**src/rpr_defs.svh**
```systemverilog
// Constants of the rolling pixel readout formatter: offsets, fields, resets, timing.
// Included by its bare name; holds definitions only.
`ifndef RPR_DEFS_SVH
`define RPR_DEFS_SVH

// ----------------------------------------------------------------
// Register offsets
// ----------------------------------------------------------------
`define RPR_REG_CTRL    8'h00
`define RPR_REG_MODE    8'h04
`define RPR_REG_EXPO    8'h08
`define RPR_REG_DGAIN   8'h0C
`define RPR_CGAIN_PAGE  4'h1
`define RPR_REG_LANES   8'h20
`define RPR_REG_STATUS  8'h24

// ----------------------------------------------------------------
// Fields and reset values
// ----------------------------------------------------------------
`define RPR_CTRL_RUN    0
`define RPR_CTRL_MIRROR 1
`define RPR_CTRL_FLASH  2
`define RPR_CTRL_RST    3'h2
`define RPR_EXPO_RST    12'h010
`define RPR_GAIN_RST    8'h40
`define RPR_LANES_RST   3'h4
`define RPR_LANES_MIN   3'h2

// ----------------------------------------------------------------
// Array geometry and pipeline
// ----------------------------------------------------------------
`define RPR_PHYS_COLS   3280
`define RPR_PHYS_ROWS   2464
`define RPR_ACT_COLS    3264
`define RPR_ACT_ROWS    2448
`define RPR_PATHS       4
`define RPR_ACT_ROW0    ((`RPR_PHYS_ROWS - `RPR_ACT_ROWS) / 2)
`define RPR_ACT_GRP0    (((`RPR_PHYS_COLS - `RPR_ACT_COLS) / 2) / `RPR_PATHS)
`define RPR_IN_GRPS     (`RPR_ACT_COLS / `RPR_PATHS)
`define RPR_GAIN_SHIFT  12
`define RPR_BLK_SHIFT   3
`define RPR_WORD_BITS   6'd40

// ----------------------------------------------------------------
// Timing
// ----------------------------------------------------------------
`define RPR_CLK_NS      25
`define RPR_ROW_TIME_NS 26000
`define RPR_ROW_CYC     ((`RPR_ROW_TIME_NS + `RPR_CLK_NS - 1) / `RPR_CLK_NS)

// ----------------------------------------------------------------
// Mode table: window rows, row offset, output groups, output row pairs
// ----------------------------------------------------------------
`define RPR_M_FULL43  {12'd2448, 12'd0, 10'd816, 11'd1224}
`define RPR_M_FULL169 {12'd1836, 12'd306, 10'd816, 11'd918}
`define RPR_M_VGA     {12'd2448, 12'd0, 10'd160, 11'd240}
`define RPR_M_HD1080  {12'd1836, 12'd306, 10'd480, 11'd540}
`define RPR_M_HD1080S {12'd1836, 12'd306, 10'd576, 11'd648}
`define RPR_M_HD720   {12'd1836, 12'd306, 10'd320, 11'd360}
`define RPR_M_HD720S  {12'd1836, 12'd306, 10'd384, 11'd432}

`endif

```
**src/rpr_pkg.sv**
```systemverilog
// Types of the rolling pixel readout formatter.
// Constants live in rpr_defs.svh.
package rpr_pkg;

  typedef enum logic [2:0] {
    MODE_FULL43, MODE_FULL169, MODE_VGA, MODE_HD1080,
    MODE_HD1080_STAB, MODE_HD720, MODE_HD720_STAB
  } rpr_mode_e;

  typedef enum logic [2:0] {S_IDLE, S_ROW, S_REQ, S_WAIT, S_LOAD} rpr_fsm_e;

  typedef logic [9:0] rpr_sample_t;

  typedef struct packed {
    rpr_sample_t [3:0] lane;
  } rpr_quad_s;

  typedef struct packed {
    logic [11:0] win_rows;
    logic [11:0] row_off;
    logic [9:0]  out_grps;
    logic [10:0] out_pairs;
  } rpr_cfg_s;

  typedef struct packed {
    rpr_fsm_e              st;
    logic [2:0]            ctrl;
    logic [2:0]            ctrl_sh;
    rpr_mode_e             mode;
    rpr_mode_e             mode_sh;
    logic [11:0]           expo;
    logic [11:0]           expo_sh;
    logic [2:0]            lanes;
    logic [2:0]            lanes_sh;
    logic [7:0]            dgain;
    logic [3:0][7:0]       cgain;
    logic [3:0][9:0]       offs;
    logic [12:0]           seq;
    logic [12:0]           ridx;
    logic [15:0]           timer;
    logic [9:0]            col;
    logic [9:0]            hacc;
    logic [10:0]           vacc;
    logic                  vkeep;
    logic                  dark;
    logic                  rpar;
    logic [39:0]           word;
    logic [39:0]           sh;
    logic [5:0]            bits;
    logic [2:0]            lk;
    logic [7:0]            frames;
    logic                  row_rst_stb;
    logic [11:0]           row_rst_addr;
    logic                  row_rd_stb;
    logic [11:0]           row_rd_addr;
    logic                  adc_req;
    logic [9:0]            adc_grp;
    logic [3:0]            lane_data;
    logic [3:0]            lane_en;
    logic                  line_valid;
    logic                  frame_valid;
    logic                  flash;
    logic [31:0]           rdata;
  } rpr_state_s;

endpackage : rpr_pkg

```
**src/rpr_pixel_path.sv**
```systemverilog
// One column data path: black-level subtraction, colour gain, digital gain.
// Purely combinational; the caller registers the result.
`timescale 1ns/1ps
`include "rpr_defs.svh"

module rpr_pixel_path (
  // Sample and its correction settings
  input  wire logic [9:0] i_sample,
  input  wire logic [9:0] i_offset,
  input  wire logic [7:0] i_cgain,
  input  wire logic [7:0] i_dgain,
  // Corrected pixel and tracked black level
  output logic      [9:0] o_pixel,
  output logic      [9:0] o_offset_next
);

  logic [9:0]  diff;
  logic [25:0] prod;
  logic [25:0] scaled;

  always_comb begin
    diff   = (i_sample > i_offset) ? i_sample - i_offset : 10'h000;
    prod   = 26'(diff) * 26'(i_cgain) * 26'(i_dgain);
    scaled = prod >> `RPR_GAIN_SHIFT;
    // Saturate rather than wrap, so bright pixels stay bright.
    o_pixel = (|scaled[25:10]) ? 10'h3FF : scaled[9:0];
    // The black level follows dark samples slowly to ride out noise.
    if (i_sample >= i_offset) begin
      o_offset_next = i_offset + ((i_sample - i_offset) >> `RPR_BLK_SHIFT);
    end else begin
      o_offset_next = i_offset - ((i_offset - i_sample) >> `RPR_BLK_SHIFT);
    end
  end

endmodule : rpr_pixel_path

```
**src/rpr_top.sv**
```systemverilog
// Row sequencer, pixel formatter and lane serializer of a Bayer image sensor.
// Assumes converter data on i_clk and a free-running link clock from outside.
//
// What this block does
// - Reset then read each row in turn.
// - Exposure equals programmed row times reset to read.
// - One 10-bit sample per pixel read.
// - Apply corrections and digital gain before output.
// - Dark pixels set subtracted black offset.
// - Even rows green/red, odd rows blue/green.
// - Even columns red/green, odd columns blue/green.
// - Mirroring on after reset, left to right.
// - Active 3264x2448 inside 3280x2464 array.
// - Two, three or four serial lanes only.
// - Full 4:3 mode outputs 3264x2448 unscaled.
// - Full 16:9 mode outputs 3264x1836 unscaled.
// - Video modes scale to smaller outputs.
// - Margin modes output 2304x1296 or 1536x864.
// - Full modes carry 732 Mbps per lane; here one bit per lane per sampled link edge, at most every second i_clk.
// - Offset and gain per colour channel.
// - Frame size, exposure, gain set by registers.
// - Flash output marks the exposure period.
// - Four pixel streams processed in parallel.
// - Registers reached over controller-driven serial access.
//
// Chosen here: the address-and-strobe port and the register offsets.
`timescale 1ns/1ps
`include "rpr_defs.svh"

module rpr_top #(
  parameter int unsigned ROW_CYC = `RPR_ROW_CYC
) (
  // Clock and reset
  input  wire logic                i_clk,
  input  wire logic                i_resetn,
  // Register port
  input  wire logic [7:0]          i_addr,
  input  wire logic [31:0]         i_wdata,
  input  wire logic                i_wr,
  input  wire logic                i_rd,
  output logic      [31:0]         o_rdata,
  // Column converters
  input  wire logic                i_adc_valid,
  input  wire rpr_pkg::rpr_quad_s  i_adc_data,
  output logic                     o_adc_req,
  output logic      [9:0]          o_adc_grp,
  // Row sequencing
  output logic                     o_row_rst_stb,
  output logic      [11:0]         o_row_rst_addr,
  output logic                     o_row_rd_stb,
  output logic      [11:0]         o_row_rd_addr,
  // Serial lanes
  input  wire logic                i_link_clk,
  output logic      [3:0]          o_lane_data,
  output logic      [3:0]          o_lane_en,
  output logic                     o_line_valid,
  output logic                     o_frame_valid,
  // Flash
  output logic                     o_flash
);

  // ----------------------------------------------------------------
  // Constants and checks
  // ----------------------------------------------------------------
  localparam int          PATHS   = `RPR_PATHS;
  localparam logic [12:0] DARK    = 13'(`RPR_ACT_ROW0);
  localparam logic [11:0] ROW0    = 12'(`RPR_ACT_ROW0);
  localparam logic [9:0]  GRP0    = 10'(`RPR_ACT_GRP0);
  localparam logic [10:0] IN_GRPS = 11'(`RPR_IN_GRPS);
  localparam logic [9:0]  LAST    = 10'(`RPR_IN_GRPS - 1);

  if (ROW_CYC < 1 || ROW_CYC > 65536) begin : g_bad_row_cyc
    $error("ROW_CYC must lie in 1..65536");
  end

  // ----------------------------------------------------------------
  // Helpers
  // ----------------------------------------------------------------
  // Window and output size of each mode.
  function automatic rpr_pkg::rpr_cfg_s cfg_of(input rpr_pkg::rpr_mode_e m);
    case (m)
      rpr_pkg::MODE_FULL169:     return `RPR_M_FULL169;
      rpr_pkg::MODE_VGA:         return `RPR_M_VGA;
      rpr_pkg::MODE_HD1080:      return `RPR_M_HD1080;
      rpr_pkg::MODE_HD1080_STAB: return `RPR_M_HD1080S;
      rpr_pkg::MODE_HD720:       return `RPR_M_HD720;
      rpr_pkg::MODE_HD720_STAB:  return `RPR_M_HD720S;
      default:                   return `RPR_M_FULL43;
    endcase
  endfunction : cfg_of

  // Dark rows sit in the top border; active rows are centred in the array.
  function automatic logic [11:0] phys_row(input logic [12:0] idx, input rpr_pkg::rpr_cfg_s c);
    if (idx < DARK) return idx[11:0];
    return ROW0 + c.row_off + 12'(idx - DARK);
  endfunction : phys_row

  function automatic logic [3:0] lane_mask(input logic [2:0] n);
    case (n)
      3'h2:    return 4'h3;
      3'h3:    return 4'h7;
      default: return 4'hF;
    endcase
  endfunction : lane_mask

  // ----------------------------------------------------------------
  // State and column data paths
  // ----------------------------------------------------------------
  rpr_pkg::rpr_state_s q;
  rpr_pkg::rpr_state_s d;
  rpr_pkg::rpr_cfg_s   cfg_c;
  rpr_pkg::rpr_cfg_s   cfg_n;
  logic [9:0]          samp [PATHS];
  logic [9:0]          pix  [PATHS];
  logic [9:0]          offn [PATHS];
  logic [1:0]          chan [PATHS];
  logic                step;
  logic                fs;
  logic                adv;
  logic                hkeep;
  logic                vk;
  logic                edge_l;
  logic [12:0]         nseq;
  logic [12:0]         ridx;
  logic [12:0]         nrows_c;
  logic [12:0]         nrows_n;
  logic [12:0]         flen;
  logic [11:0]         expo_n;
  logic [10:0]         hsum;
  logic [11:0]         vsum;
  logic [11:0]         vin;
  logic [2:0]          nl;

  for (genvar i = 0; i < PATHS; i++) begin : g_path
    localparam bit CP = (i % 2) == 1;
    // Mirror off reverses the column order within a group too.
    assign samp[i] = q.ctrl_sh[`RPR_CTRL_MIRROR] ? i_adc_data.lane[i] : i_adc_data.lane[PATHS-1-i];
    // Channel index {row parity, column parity}: 0 red, 1 green, 2 green, 3 blue.
    assign chan[i] = {q.rpar, CP ^ ~q.ctrl_sh[`RPR_CTRL_MIRROR]};
    rpr_pixel_path u_path (
      .i_sample      (samp[i]),
      .i_offset      (q.offs[chan[i]]),
      .i_cgain       (q.cgain[chan[i]]),
      .i_dgain       (q.dgain),
      .o_pixel       (pix[i]),
      .o_offset_next (offn[i])
    );
  end

  // ----------------------------------------------------------------
  // Next state
  // ----------------------------------------------------------------
  always_comb begin
    d       = q;
    step    = 1'b0;
    fs      = 1'b0;
    adv     = 1'b0;
    hkeep   = 1'b0;
    vk      = q.vkeep;
    nseq    = q.seq;
    ridx    = 13'h0000;
    hsum    = 11'h000;
    vsum    = 12'h000;
    cfg_c   = cfg_of(q.mode_sh);
    nrows_c = DARK + {1'b0, cfg_c.win_rows};
    flen    = nrows_c + {1'b0, q.expo_sh};
    nl      = q.lanes_sh;
    edge_l  = q.lk[1] & ~q.lk[2];
    d.lk          = {q.lk[1:0], i_link_clk};
    d.row_rst_stb = 1'b0;
    d.row_rd_stb  = 1'b0;
    d.adc_req     = 1'b0;
    d.rdata       = 32'h0000_0000;
    if (q.timer != 16'h0000) d.timer = q.timer - 16'h0001;

    // Register writes and reads; illegal mode or lane codes are ignored.
    if (i_wr) begin
      if (i_addr == `RPR_REG_CTRL) d.ctrl = i_wdata[2:0];
      if (i_addr == `RPR_REG_MODE && i_wdata[2:0] <= rpr_pkg::MODE_HD720_STAB) begin
        d.mode = rpr_pkg::rpr_mode_e'(i_wdata[2:0]);
      end
      if (i_addr == `RPR_REG_EXPO) d.expo = i_wdata[11:0];
      if (i_addr == `RPR_REG_DGAIN) d.dgain = i_wdata[7:0];
      if (i_addr[7:4] == `RPR_CGAIN_PAGE && i_addr[1:0] == 2'b00) d.cgain[i_addr[3:2]] = i_wdata[7:0];
      if (i_addr == `RPR_REG_LANES && i_wdata[2:0] >= `RPR_LANES_MIN && i_wdata[2:0] <= `RPR_LANES_RST) begin
        d.lanes = i_wdata[2:0];
      end
    end
    if (i_rd) begin
      if (i_addr[7:4] == `RPR_CGAIN_PAGE && i_addr[1:0] == 2'b00) begin
        d.rdata = {24'h000000, q.cgain[i_addr[3:2]]};
      end
      case (i_addr)
        `RPR_REG_CTRL:   d.rdata = {29'h0, q.ctrl};
        `RPR_REG_MODE:   d.rdata = {29'h0, q.mode};
        `RPR_REG_EXPO:   d.rdata = {20'h0, q.expo};
        `RPR_REG_DGAIN:  d.rdata = {24'h0, q.dgain};
        `RPR_REG_LANES:  d.rdata = {29'h0, q.lanes};
        `RPR_REG_STATUS: d.rdata = {16'h0, q.frames, 5'h0, q.line_valid, q.flash, q.frame_valid};
        default:         ;
      endcase
    end

    // Row sequencer and column fetch.
    unique case (q.st)
      rpr_pkg::S_IDLE: begin
        if (q.ctrl[`RPR_CTRL_RUN]) begin
          fs   = 1'b1;
          step = 1'b1;
          nseq = 13'h0000;
        end
      end
      rpr_pkg::S_ROW: begin
        // A row time ends only after its readout has drained.
        if (q.timer == 16'h0000) begin
          step = 1'b1;
          if (q.seq == flen - 13'h0001) begin
            fs   = 1'b1;
            nseq = 13'h0000;
          end else begin
            nseq = q.seq + 13'h0001;
          end
        end
      end
      rpr_pkg::S_REQ: begin
        d.adc_req = 1'b1;
        d.adc_grp = q.ctrl_sh[`RPR_CTRL_MIRROR] ? GRP0 + q.col : GRP0 + LAST - q.col;
        d.st      = rpr_pkg::S_WAIT;
      end
      rpr_pkg::S_WAIT: begin
        if (i_adc_valid) begin
          // Horizontal Bayer-domain decimation by a ratio accumulator.
          hsum   = {1'b0, q.hacc} + {1'b0, cfg_c.out_grps};
          hkeep  = hsum >= IN_GRPS;
          d.hacc = hkeep ? 10'(hsum - IN_GRPS) : hsum[9:0];
          if (q.dark) begin
            for (int i = 0; i < 2; i++) d.offs[chan[i]] = offn[i];
          end
          if (!q.dark && q.vkeep && hkeep) begin
            d.word = {pix[3], pix[2], pix[1], pix[0]};
            d.st   = rpr_pkg::S_LOAD;
          end else begin
            adv = 1'b1;
          end
        end
      end
      rpr_pkg::S_LOAD: begin
        // The fetch stalls here while the serializer still holds a word.
        if (q.bits == 6'h00) begin
          d.sh   = q.word;
          d.bits = `RPR_WORD_BITS;
          adv    = 1'b1;
        end
      end
    endcase

    if (adv) begin
      if (q.col == LAST) begin
        d.st = rpr_pkg::S_ROW;
      end else begin
        d.col = q.col + 10'h001;
        d.st  = rpr_pkg::S_REQ;
      end
    end

    // Settings that shape a frame are taken only when a frame starts.
    // A stop keeps the old shadows, so they never move without a new frame.
    if (fs && q.ctrl[`RPR_CTRL_RUN]) begin
      d.mode_sh  = q.mode;
      d.expo_sh  = q.expo;
      d.lanes_sh = q.lanes;
      d.ctrl_sh  = q.ctrl;
      d.frames   = q.frames + 8'h01;
    end else if (fs) begin
      step = 1'b0;
      d.st = rpr_pkg::S_IDLE;
    end
    cfg_n   = cfg_of(fs ? q.mode : q.mode_sh);
    expo_n  = fs ? q.expo : q.expo_sh;
    nrows_n = DARK + {1'b0, cfg_n.win_rows};
    vin     = {1'b0, cfg_n.win_rows[11:1]};

    if (step) begin
      d.seq        = nseq;
      d.timer      = 16'(ROW_CYC - 1);
      d.col        = 10'h000;
      d.hacc       = 10'h000;
      d.line_valid = 1'b0;
      d.st         = rpr_pkg::S_ROW;
      // The reset front runs exposure rows ahead of the read front.
      if (nseq < nrows_n) begin
        d.row_rst_stb  = 1'b1;
        d.row_rst_addr = phys_row(nseq, cfg_n);
      end
      if (nseq >= {1'b0, expo_n}) begin
        ridx = nseq - {1'b0, expo_n};
        if (ridx < nrows_n) begin
          d.row_rd_stb  = 1'b1;
          d.row_rd_addr = phys_row(ridx, cfg_n);
          d.ridx        = ridx;
          d.dark        = ridx < DARK;
          d.rpar        = ridx[0];
          d.st          = rpr_pkg::S_REQ;
          // Rows are kept or dropped in pairs so the mosaic survives scaling.
          // Pair parity is taken against the first active row, not the array edge.
          if (!d.dark && ridx[0] == DARK[0]) begin
            vsum = {1'b0, fs ? 11'h000 : q.vacc} + {1'b0, cfg_n.out_pairs};
            vk   = vsum >= vin;
            d.vacc  = vk ? 11'(vsum - vin) : vsum[10:0];
            d.vkeep = vk;
          end
          d.line_valid = !d.dark && vk;
        end
      end
      if (fs) d.vacc = (ridx < nrows_n && nseq >= {1'b0, expo_n}) ? d.vacc : 11'h000;
    end

    d.frame_valid = d.st != rpr_pkg::S_IDLE;
    d.flash       = d.ctrl_sh[`RPR_CTRL_FLASH] && d.frame_valid && d.seq >= DARK;

    // One bit per active lane on each sampled link edge; the link clock sets the lane rate.
    if (edge_l) begin
      if (q.bits != 6'h00) begin
        d.lane_en   = lane_mask(nl);
        d.lane_data = q.sh[3:0] & lane_mask(nl);
        d.sh        = q.sh >> nl;
        d.bits      = (q.bits > {3'h0, nl}) ? q.bits - {3'h0, nl} : 6'h00;
      end else begin
        d.lane_en   = 4'h0;
        d.lane_data = 4'h0;
      end
    end
  end

  // ----------------------------------------------------------------
  // State register
  // ----------------------------------------------------------------
  always_ff @(posedge i_clk or negedge i_resetn) begin
    if (!i_resetn) begin
      q          <= '0;
      q.ctrl     <= `RPR_CTRL_RST;
      q.ctrl_sh  <= `RPR_CTRL_RST;
      q.expo     <= `RPR_EXPO_RST;
      q.expo_sh  <= `RPR_EXPO_RST;
      q.lanes    <= `RPR_LANES_RST;
      q.lanes_sh <= `RPR_LANES_RST;
      q.dgain    <= `RPR_GAIN_RST;
      q.cgain    <= {4{`RPR_GAIN_RST}};
    end else begin
      q <= d;
    end
  end

  assign o_rdata        = q.rdata;
  assign o_adc_req      = q.adc_req;
  assign o_adc_grp      = q.adc_grp;
  assign o_row_rst_stb  = q.row_rst_stb;
  assign o_row_rst_addr = q.row_rst_addr;
  assign o_row_rd_stb   = q.row_rd_stb;
  assign o_row_rd_addr  = q.row_rd_addr;
  assign o_lane_data    = q.lane_data;
  assign o_lane_en      = q.lane_en;
  assign o_line_valid   = q.line_valid;
  assign o_frame_valid  = q.frame_valid;
  assign o_flash        = q.flash;
endmodule : rpr_top

```
**config.mk**
```make
export PLATFORM = sky130hd
export DESIGN_NAME = rpr_top
export DESIGN_NICKNAME = d
export VERILOG_FILES = /design/src/rpr_pkg.sv /design/src/rpr_pixel_path.sv /design/src/rpr_top.sv
export VERILOG_INCLUDE_DIRS = /design/src
export SDC_FILE = /design/constraint.sdc
export NUM_CORES = 2
export LEC_CHECK = 0
export BUFFER_PORTS_ARGS = -buffer_cell sky130_fd_sc_hd__buf_2
export CELL_PAD_IN_SITES_DETAIL_PLACEMENT = 0
export CELL_PAD_IN_SITES_GLOBAL_PLACEMENT = 1
export CORE_MARGIN = 4
export CORE_UTILIZATION = 40
export CTS_CLUSTER_SIZE = 24
export DETAILED_ROUTE_END_ITERATION = 16
export GPL_TIMING_DRIVEN = 0
export MAX_ROUTING_LAYER = met4
export PLACE_DENSITY = 0.74
export SLEW_MARGIN = 0
export SYNTH_ARGS = -nofsm -noshare
export SYNTH_HDL_FRONTEND = slang
export SYNTH_HIERARCHICAL = 1
export SYNTH_SLANG_ARGS = --single-unit
export TNS_END_PERCENT = 20
```
**constraint.sdc**
```tcl
create_clock -name i_clk -period 12.5 [get_ports i_clk]
set_clock_uncertainty 0.05 [all_clocks]
set_input_delay 0.625 -clock i_clk [delete_from_list [all_inputs] [get_ports i_clk]]
set_output_delay 0.625 -clock i_clk [all_outputs]
set_load 0.05 [all_outputs]
```
==> key figures <==
Clock network
  – Bufs on Longest Clock Path: 3
  – H-tree Lvls: 2
  – Clock Tree Root: clkbuf_16
  – Clk slew on worst S/H paths: 0.06 ns
  – Total CTS buffers: 40
  – Clock latency on the worst-skew pair: 0.60 ns
  – CTS tree: done
  – Clock Sinks: 342

Final layout
  – FF+latch area: 8582 sq um
  – Layout Cells excl Fill: 8359
  – Area used by multi-input combinational logic: 42650 sq um
  – Area delta synth->final: 11.40%
  – Layout cells sized above 1: 12.85%
  – Nets: 7729
  – Fillers: 13400

Synthesis
  – YS warnings: 6
  – Syn_area_per_cell: 8.764 sq um
  – Mapped cell area: 55070 sq um
  – Mapped Cells: 6284

Critical path
  – R2r startpoint: chan[0]
  – CP delay by family, top: adder cells
  – Flop-to-flop setup slack: 0.27 ns
  – Slowest-stage cell, CP: dfstp_2
  – R2R cell count: 44
  – Critical Path Max Stage Delay: 0.60 ns
  – Arrival time worst endpoint: 12.67 ns
  – Most common cell on crit path: fa_1
  – Worst r2r dst: q[144]
  – Buf/Inv on CP: 12
  – CP endpoint kind: flip-flop
  – Startpoint types: flip-flop
  – Worst endpoint required time: 12.93 ns
  – Crit-path max FO: 10
  – WS Path Type: reg -> reg

Routing
  – Initial drt markers: 2989
  – Final wirelength: 162000 um
  – Vias: 45090
  – Vias/cell: 5.394
  – 1st-pass router iterations: 6
  – WL per Instance: 19.39 um
  – DRC Markers: 0
  – Post-route ant nets: 0

STA
  – Final hold vios: 0
  – Final Cycle Share: 97.88%
  – RSZ-0062 raised after global routing: true
  – Slew HR: 18.22%
  – Slew Limit Fails: 0
  – Final Critical Period: 12.23 ns
  – Fmax: 0.08173 GHz
  – Setup-failing EPs final: 0
  – Worst Max-Slew Pin Slew: 1.227 ns

Place
  – Placed Instances: 8211
  – Gpl congestion: 0.9123
  – PortBufs: 127
  – Final HPWL DP: 128200 um

Pwr
  – Pwr dens: 52.14 nW/um^2
  – Peak supply drop: 0.08279 mV
  – Leakage power figure: 30.55 nW
  – Final Power: 3.199 mW

Min path
  – Hold Path Origin: i_link_clk
  – Type of the tightest min-delay check: in -> reg
  – Hold path depth: 1
  – Hold endpoint: d[89]

Job
  – Max-cap violations: 0

Floorplanning
  – Die area: 143700 sq um
  – Core area: 136100 sq um
  – # IOs: 166
  – Starting Density: 40.45%
  – Site Rows: 135
  – Die W: 379.1 um
  – Die height: 379.1 um

GRT
  – Vias in the first global route: 47180
  – Initial antenna violation count: 0
  – First-pass GRT wire length: 261800 um
  – Grt ovf: 0
  – GR Util All Layers: 23.38%
  – Pin count of the biggest net entering global routing: 107

Run status
  – Outcome: complete, no violations
[worst reg2reg max path: cells and delay by family (launching register included)]
family / cells / cell delay, ns
XOR/XNOR: 2 / 0.31
AO/OA/AOI/OAI: 10 / 2.30
multiplexers: 2 / 0.74
AND/OR/NAND/NOR: 6 / 1.05
adder cells (fa/ha/maj): 12 / 5.56
flip-flops: 1 / 0.60
buffers and inverters: 12 / 1.54
[worst max path at each step]
stage / startpoint / endpoint / slack [ns] / cells past startpoint
2_1_floorplan: chan[0] / q[141] / 0.85 / 42
3_3_place_gp: chan[0] / q[143] / -3.46 / 42
3_5_place_dp: chan[0] / q[143] / -3.52 / 42
4_1_cts: q[227] / q[147] / 0.003 / 44
5_1_grt: chan[0] / q[143] / -0.11 / 42
6_report: chan[0] / q[144] / 0.27 / 44
[metal layers]
metal / GRT usage, % / routed length, um / vias up
met1: 30.73 / 71800 / 22620
met4: 6.529 / 5433 / 0
met5: - / 0 / -
met2: 38.97 / 78020 / 995
met3: 1.820 / 6794 / 217
li1: - / - / 21270
[registers in the layout, indices dropped and copies added, names as in the netlist, 3 cells and up]
| register | cells |
|---|---|
| q | 274 |
| o_rdata | 16 |
| o_row_rst_addr | 12 |
| o_row_rd_addr | 11 |
| o_adc_grp | 10 |
| o_lane_data | 4 |
| nl | 3 |
| o_lane_en | 3 |
[per-stage QoR]
stage	utilization (%)	hold slack (ns)	setup slack [ns]	cell area, sq um	TNS (ns)
final	45.06	0.07587	0.2652	61350	0
after global routing	45.06	0.05749	-0.1123	61350	-1.313
after global placement	42.60	0.2927	-3.458	57990	-103.98
after detailed placement	42.69	0.2912	-3.520	58120	-102.96
after floorplan	-	0.2794	0.8503	55130	0
after CTS	44.28	0.03996	0.003262	60290	0
[timing repair]
action,in CTS,in global routing
endpoints found under the hold margin,61,0
setup endpoints to repair,40,40
buffers inserted,19,56
hold buffers,1,0
gates resized for setup,127,123
gates cloned,0,4
pin swaps,13,41
[report_power, final]
part / internal, mW / leakage (nW) / switching (mW)
registers: 1.12 / 4.68 / 0.0299
clock network: 0.769 / 0.701 / 0.515
logic: 0.268 / 25.2 / 0.499
[cells in the final DEF, fill, tap and decap left out, drive strengths merged, types with 70 or more instances in the layout]
| master | count |
|---|---|
| mux2 | 165 |
| nor2 | 222 |
| a21oi | 273 |
| clkbuf | 218 |
| nor2b | 70 |
| buf | 348 |
| and3 | 120 |
| nand3 | 116 |
| and2 | 539 |
| fa | 584 |
| o21ai | 192 |
| a211oi | 76 |
| inv | 918 |
| ha | 514 |
| a21o | 90 |
| xnor2 | 170 |
| nand2 | 707 |
| xor2 | 79 |
| dfrtp | 331 |
[final cells by class]
cell class              count  area share [%]
multi-input cells        4730           69.52
flip-flops and latches    342           13.99
inverters                 918           5.623
well taps                1781           3.632
plain buffers             305           2.627
repair buffers            208           2.280
clock buffers              54           1.850
clock inverters            19          0.4711
diodes                      2        0.008158
Note: power is estimated with default switching activity, not from simulation.
